$ cat src/logic/asr_pkg.sv
package asr_pkg;

    // =========================================================
    // Array geometry
    localparam int ASR_ADDR_W = 16;
    localparam int ASR_DATA_W = 16;
    localparam int ASR_BYTE_W = 8;

    // =========================================================
    // Timing at 125 MHz (8 ns period); slowest speed grade
    localparam int ASR_CLK_PS = 8000;
    localparam int ASR_T_AA_PS = 15000;
    localparam int ASR_T_WC_PS = 15000;
    localparam int ASR_T_HZ_PS = 7000;
    localparam int ASR_RD_CYC = (ASR_T_AA_PS + ASR_CLK_PS - 1) / ASR_CLK_PS + 1;
    localparam int ASR_WR_CYC = (ASR_T_WC_PS + ASR_CLK_PS - 1) / ASR_CLK_PS;
    localparam int ASR_HZ_CYC = (ASR_T_HZ_PS + ASR_CLK_PS - 1) / ASR_CLK_PS;
    localparam int ASR_CNT_W = 3;

    // =========================================================
    // Request from the user side
    typedef struct packed {
        logic write;
        logic [1:0] lanes;
        logic [ASR_ADDR_W-1:0] addr;
        logic [ASR_DATA_W-1:0] wdata;
    } asr_req_s;

    // Strobes toward the memory, all active low
    typedef struct packed {
        logic chip_sel_n;
        logic write_n;
        logic out_en_n;
        logic high_byte_lane_n;
        logic low_byte_lane_n;
    } asr_ctl_s;

    localparam asr_ctl_s ASR_CTL_IDLE = 5'h1F;

    typedef enum logic [3:0] {
        ASR_IDLE = 4'h1,
        ASR_READ = 4'h2,
        ASR_WRITE = 4'h4,
        ASR_TURN = 4'h8
    } asr_state_e;

endpackage : asr_pkg

$ cat src/logic/asr_host.sv
// Overview of operation
// - Any of those rising ends the write
// - Data held steady across the ending edge
// - Write strobe stays high through reads
// - Address set on the same edge that drops select
// - Read uses select and output enable low
`timescale 1ns/1ps
module asr_host
    import asr_pkg::*;
(
    // Clock and reset
    input wire logic ref_clk,
    input wire logic rst_n,
    // User request
    input wire logic req_valid,
    input wire asr_req_s req,
    output logic req_ready,
    output logic rsp_valid,
    output logic [ASR_DATA_W-1:0] rsp_data,
    // Memory pins
    output logic [ASR_ADDR_W-1:0] mem_addr,
    output asr_ctl_s mem_ctl,
    output logic [ASR_DATA_W-1:0] mem_dq_o,
    output logic [1:0] mem_dq_oe_n,
    input wire logic [ASR_DATA_W-1:0] mem_dq_i
);

    // =========================================================
    // Decode
    asr_state_e state;
    asr_state_e next_state;
    logic [ASR_CNT_W-1:0] cnt;
    logic [ASR_CNT_W-1:0] next_cnt;
    logic [ASR_CNT_W-1:0] cnt_dec;
    logic cnt_done;
    logic start;
    logic in_access;
    logic access_end;
    logic read_end;
    logic [ASR_CNT_W-1:0] rd_load;
    logic [ASR_CNT_W-1:0] wr_load;
    logic [ASR_CNT_W-1:0] hz_load;
    logic [1:0] lanes_eff;
    logic [1:0] lanes_on;
    logic [ASR_DATA_W-1:0] lane_mask;

    // An access with no lane would do nothing; it is widened to the whole word
    function automatic logic [1:0] lane_fill(input logic [1:0] lanes);
        lane_fill = (lanes == 2'h0) ? 2'h3 : lanes;
    endfunction : lane_fill

    // Active-low lane strobes back to one enable bit per lane
    function automatic logic [1:0] lane_active(input asr_ctl_s ctl);
        lane_active = {!ctl.high_byte_lane_n, !ctl.low_byte_lane_n};
    endfunction : lane_active

    assign cnt_done = (cnt == '0);
    assign cnt_dec = cnt - ASR_CNT_W'(1);
    // Counts run from the load down to zero, so a phase lasts load plus one cycles
    assign rd_load = ASR_CNT_W'(ASR_RD_CYC - 1);
    assign wr_load = ASR_CNT_W'(ASR_WR_CYC - 1);
    assign hz_load = ASR_CNT_W'(ASR_HZ_CYC);

    // A request is taken only while the user side has been told it may be
    assign start = (state == ASR_IDLE) && req_valid && req_ready;
    assign in_access = (state == ASR_READ) || (state == ASR_WRITE);
    assign access_end = in_access && cnt_done;
    assign read_end = (state == ASR_READ) && cnt_done;
    assign lanes_eff = lane_fill(req.lanes);
    // Mask follows the strobes on the pins, so it always matches the access in flight
    assign lanes_on = lane_active(mem_ctl);

    // Lanes not read are zeroed since the memory floats them
    for (genvar g = 0; g < 2; g++) begin : g_lane
        assign lane_mask[g*ASR_BYTE_W +: ASR_BYTE_W] = {ASR_BYTE_W{lanes_on[g]}};
    end

    // =========================================================
    // Next state
    // Both kinds of access end on select and strobe rising together
    always_comb begin
        next_state = state;
        next_cnt = cnt_done ? cnt : cnt_dec;
        unique case (state)
            ASR_IDLE: begin
                if (start) begin
                    next_state = req.write ? ASR_WRITE : ASR_READ;
                    next_cnt = req.write ? wr_load : rd_load;
                end
            end
            ASR_READ: begin
                if (cnt_done) begin
                    next_state = ASR_TURN;
                    next_cnt = hz_load;
                end
            end
            ASR_WRITE: begin
                if (cnt_done) begin
                    next_state = ASR_TURN;
                    next_cnt = hz_load;
                end
            end
            // The turnaround lets the memory float its pins before the next access
            ASR_TURN: begin
                if (cnt_done) begin
                    next_state = ASR_IDLE;
                end
            end
        endcase
    end

    // =========================================================
    // Sequencer
    always_ff @(posedge ref_clk or negedge rst_n) begin
        if (!rst_n) begin
            state <= ASR_IDLE;
        end else begin
            state <= next_state;
        end
    end

    // Phase counter; it only counts down to zero and waits there
    always_ff @(posedge ref_clk or negedge rst_n) begin
        if (!rst_n) begin
            cnt <= '0;
        end else begin
            cnt <= next_cnt;
        end
    end

    // =========================================================
    // Pin drive
    // Address and data are registered on the same edge that drops select,
    // and held until the next access starts; the data drivers are released on the edge after select and strobe have risen.
    // Holding one cycle past the ending edge gives the memory its data hold
    // without a separate timer; it costs one idle cycle per access.
    asr_ctl_s start_ctl;
    logic [1:0] start_oe_n;

    // Strobe levels for a new access
    assign start_ctl.chip_sel_n = 1'b0;
    assign start_ctl.write_n = !req.write;
    assign start_ctl.out_en_n = req.write;
    assign start_ctl.high_byte_lane_n = !lanes_eff[1];
    assign start_ctl.low_byte_lane_n = !lanes_eff[0];
    // Reads never drive the data pins, so the memory alone owns them
    assign start_oe_n = req.write ? ~lanes_eff : 2'h3;

    // Address and write data
    always_ff @(posedge ref_clk or negedge rst_n) begin
        if (!rst_n) begin
            mem_addr <= '0;
            mem_dq_o <= '0;
        end else if (start) begin
            mem_addr <= req.addr;
            mem_dq_o <= req.wdata;
        end
    end

    // Strobes
    always_ff @(posedge ref_clk or negedge rst_n) begin
        if (!rst_n) begin
            mem_ctl <= ASR_CTL_IDLE;
        end else if (start) begin
            mem_ctl <= start_ctl;
        end else if (access_end) begin
            // Select and strobe rise together, so the memory keeps its outputs floating
            mem_ctl <= ASR_CTL_IDLE;
        end
    end

    // Data drivers are released one cycle after the strobes
    always_ff @(posedge ref_clk or negedge rst_n) begin
        if (!rst_n) begin
            mem_dq_oe_n <= 2'h3;
        end else if (start) begin
            mem_dq_oe_n <= start_oe_n;
        end else if (state == ASR_TURN) begin
            mem_dq_oe_n <= 2'h3;
        end
    end

    // =========================================================
    // User side
    logic next_req_ready;

    // Ready comes from the next state so it never lags a finished access
    assign next_req_ready = (next_state == ASR_IDLE);

    always_ff @(posedge ref_clk or negedge rst_n) begin
        if (!rst_n) begin
            req_ready <= 1'b0;
            rsp_valid <= 1'b0;
        end else begin
            req_ready <= next_req_ready;
            rsp_valid <= read_end;
        end
    end

    // Read data is captured on the edge that raises select and is held
    // until the next read ends
    always_ff @(posedge ref_clk or negedge rst_n) begin
        if (!rst_n) begin
            rsp_data <= '0;
        end else if (read_end) begin
            rsp_data <= mem_dq_i & lane_mask;
        end
    end

endmodule : asr_host

$ cat config.mk
export PLATFORM = sky130hd
export DESIGN_NAME = asr_host
export DESIGN_NICKNAME = d
export VERILOG_FILES = /design/src/logic/asr_pkg.sv /design/src/logic/asr_host.sv
export SDC_FILE = /design/constraint.sdc
export NUM_CORES = 1
export LEC_CHECK = 0
export BUFFER_PORTS_ARGS = -buffer_cell sky130_fd_sc_hd__buf_2
export CAP_MARGIN = 10
export CORE_ASPECT_RATIO = 1.75
export CORE_MARGIN = 4
export CORE_UTILIZATION = 30
export CTS_BUF_LIST = sky130_fd_sc_hd__clkbuf_8
export DETAILED_ROUTE_END_ITERATION = 10
export PLACE_DENSITY = 0.65
export REMOVE_ABC_BUFFERS = 1
export SYNTH_ARGS = -nofsm -noshare
export SYNTH_HDL_FRONTEND = slang
export SYNTH_SLANG_ARGS = --single-unit
export TNS_END_PERCENT = 5
$ cat constraint.sdc
create_clock -name ref_clk -period 2.4 [get_ports ref_clk]
set_clock_uncertainty 0.15 [all_clocks]
set_input_delay 0.72 -clock ref_clk [delete_from_list [all_inputs] [get_ports ref_clk]]
set_output_delay 0.72 -clock ref_clk [all_outputs]
set_load 0.005 [all_outputs]
==> results_dict.tcl <==
set metrics [dict create \
    io_pins 111 \
    viasPerCell 4.415 \
    final_antenna_net_count 0 \
    num-fill-cells 864 \
    first_global_vias 2142 \
    dp_cells 475 \
    netlist_area_mm2 0.002695 \
    clk_pin_slew_ps 70 \
    status "finished clean" \
    groute.usage.overall_pct 13.23 \
    place.gp.congestion 0.7981 \
    ys_top_cells_by_area "dfrtp_1 52%, nand2_1 13%, dfstp_2 7.8%, mux2_2 6.7%, nor2b_1 3.9%" \
    leakagePower_nw 1.888 \
    fp.dieW_um 79.65 \
    port_buffers 110 \
    required_ps 2520 \
    routedWlPerCell_um 13.52 \
    post_cts_resized 0 \
    clkSinkCount 64 \
    drive_above_1_share_pct 42.51 \
    relSlewSlack_pct 59.72 \
    ys_async_sr_fraction_pct 100.0 \
    yosys_warnings 0 \
    postSynthAreaPerCell_um2 10.57 \
    synthCells 255 \
    rsz0062_at_grt "no" \
    rrSetupSlack_ps 350 \
    fp.dieH_um 133.4 \
    slew_viol_final 0 \
    utilization_pct 41.02 \
    detail_route.iter0.violations 77 \
    cp.arrival_ps 2180 \
    critPathKind "flop to flop" \
    gr-total-overflow 0 \
    worst_slew_pin_slew_ps 595.8 \
    setup_viol 0 \
    synthMostInstantiatedCell "nand2_1" \
    cts_tree "done" \
    dr.pass1.iters 4 \
    die_area_mm2 0.01062 \
    cts_buffer_depth 2 \
    clockRootBuffer "clkbuf_8" \
    ys_ff_latch 64 \
    worstPathMaxFanout 17 \
    period_share_pct 85.45 \
    numCtsBuffers 9 \
    area_delta_synth_final_pct 32.82 \
    clk_latency_ps 330 \
    maxCapViolations 0 \
    drc_errors 0 \
    r2r-end "cnt[0]$_DFF_PN0_" \
    hold_path.class "input port to async pin" \
    finalHoldViolations 0 \
    fin_nets 425 \
    synth_edf_count 0 \
    start_kind "flop" \
    dpl.hpwl_mm 4.960 \
    synth_common_cells "96 x nand2_1, 56 x dfrtp_1, 17 x nor2b_1" \
    n_antenna_cell 0 \
    worstReg2RegStart "state[0]$_DFF_PN1_" \
    start_util_pct 30.88 \
    r2r_cells 4 \
    grt_antenna_before_repair 0 \
    netlist-cell-type-count 37 \
    htree_levels 3 \
    holdWs_ps 233.1 \
    fin_setup_tns_ps 0 \
    synthFlopType "dfrtp_1" \
    stdcell_count 491 \
    post-cts-setup-buffer-count 0 \
    synthDominantCellAreaShare_pct 52.00 \
    synth-seq-area-share_pct 59.80 \
    peakVddDrop_uv 502.5 \
    ctsHoldBuffers 0 \
    end_kind "flop" \
    core_area_mm2 0.008727 \
    grt_pass1_wl_mm 10.56 \
    fmax_ghz 0.4876 \
    power_per_cell_area_mw_per_mm2 1241 \
    placement_rows 45 \
    period_needed_ps 2051 \
    grt_max_degree 65 \
    synth.largest_area_cell "dfrtp_1" \
    wirelength_mm 6.639 \
    vias 2168 \
]
where the power goes:
group          switching (W)  internal [W]
logic               0.000678      0.000759
registers           0.000383       0.00165
clock network       0.000398      0.000577
cell families (layout without fill, tap and decap cells):
kind of cell | count (synthesis) | in the layout | share of synthesized area [%]
mux | 17 | 17 | 7.057
flops | 64 | 64 | 59.80
compound gates | 16 | 16 | 4.364
buf+inv | 17 | 136 | 3.435
simple gates | 138 | 138 | 24.09
fa+ha+maj | 2 | 2 | 0.9284
xor+xnor | 1 | 1 | 0.3250
sequential cells by signal, summed over array words and instances, names as in the netlist:
| register | count |
|---|---|
| req_ready | 1 |
| state | 4 |
| mem_dq_oe_n | 2 |
| rsp_data | 16 |
| mem_dq_o | 16 |
| cnt | 3 |
| rsp_valid | 1 |
| mem_addr | 16 |
| mem_ctl | 5 |
worst max-delay path, cell delays in order (launching register included):
cell,delay (ps)
dfstp_2,630
nor4b_4,280
and3_1,470
buf_4,300
a22o_1,160
routing by layer:
metal | vias up | wire length, um | track usage [%]
met4 | 0 | 381 | 11.09
met1 | 1012 | 2302 | 13.37
met2 | 80 | 3576 | 22.93
li1 | 1051 | - | -
met3 | 25 | 379 | 2.233
met5 | - | 0 | 0
metrics by stage:
step                      instance area [um^2]  worst slack [ps]  power (W)
after detailed placement                  3368             343.2   0.003528
after global routing                      3580             178.2   0.004803
after CTS                                 3580             325.0   0.004541
final                                     3580             349.1   0.004441
after floorplan                           2621            -2.122   0.002744
after global placement                    3368             381.7   0.003464
worst max-delay path by stage:
stage / start / end / cells past startpoint
floorplan: state[0]$_DFF_PN1_ / mem_ctl[3]$_DFFE_PN1P_ / 4
global placement: cnt[0]$_DFF_PN0_ / rsp_data[15]$_DFFE_PN0P_ / 6
detailed placement: cnt[0]$_DFF_PN0_ / rsp_data[13]$_DFFE_PN0P_ / 6
CTS: cnt[0]$_DFF_PN0_ / rsp_data[13]$_DFFE_PN0P_ / 6
global route: state[0]$_DFF_PN1_ / mem_addr[0]$_DFFE_PN0P_ / 5
finish: state[0]$_DFF_PN1_ / cnt[0]$_DFF_PN0_ / 4
layout by cell type, fill, tap and decap left out, types with 2 or more instances in the layout:
| master | synthesis | layout |
|---|---|---|
| nor2_1 | 6 | 6 |
| a2bb2oi_1 | 3 | 3 |
| ha_1 | 2 | 2 |
| nor2b_1 | 17 | 17 |
| clkbuf_8 | 0 | 9 |
| mux2_2 | 16 | 16 |
| clkinv_2 | 0 | 3 |
| nand3_1 | 2 | 2 |
| dfrtp_1 | 56 | 56 |
| a22o_1 | 2 | 2 |
| bufinv_16 | 0 | 2 |
| nand2_1 | 96 | 96 |
| o21a_1 | 2 | 2 |
| nor3_1 | 2 | 2 |
| a31oi_1 | 3 | 3 |
| nand2b_1 | 4 | 4 |
| dfstp_2 | 8 | 8 |
| buf_2 | 5 | 110 |
| or4_1 | 2 | 2 |
| buf_4 | 2 | 4 |
| inv_1 | 5 | 6 |
cell type report:
type / count / area (um^2) / area share (%)
inverters: 5 / 18.77 / 0.5243
flip-flops and latches: 64 / 1612 / 45.02
clock inverters: 7 / 87.58 / 2.447
repair buffers: 115 / 600.6 / 16.78
clock buffers: 9 / 123.9 / 3.460
well taps: 117 / 146.4 / 4.089
multi-input cells: 174 / 991.0 / 27.68
No activity file was read; power rests on OpenSTA's default activity.
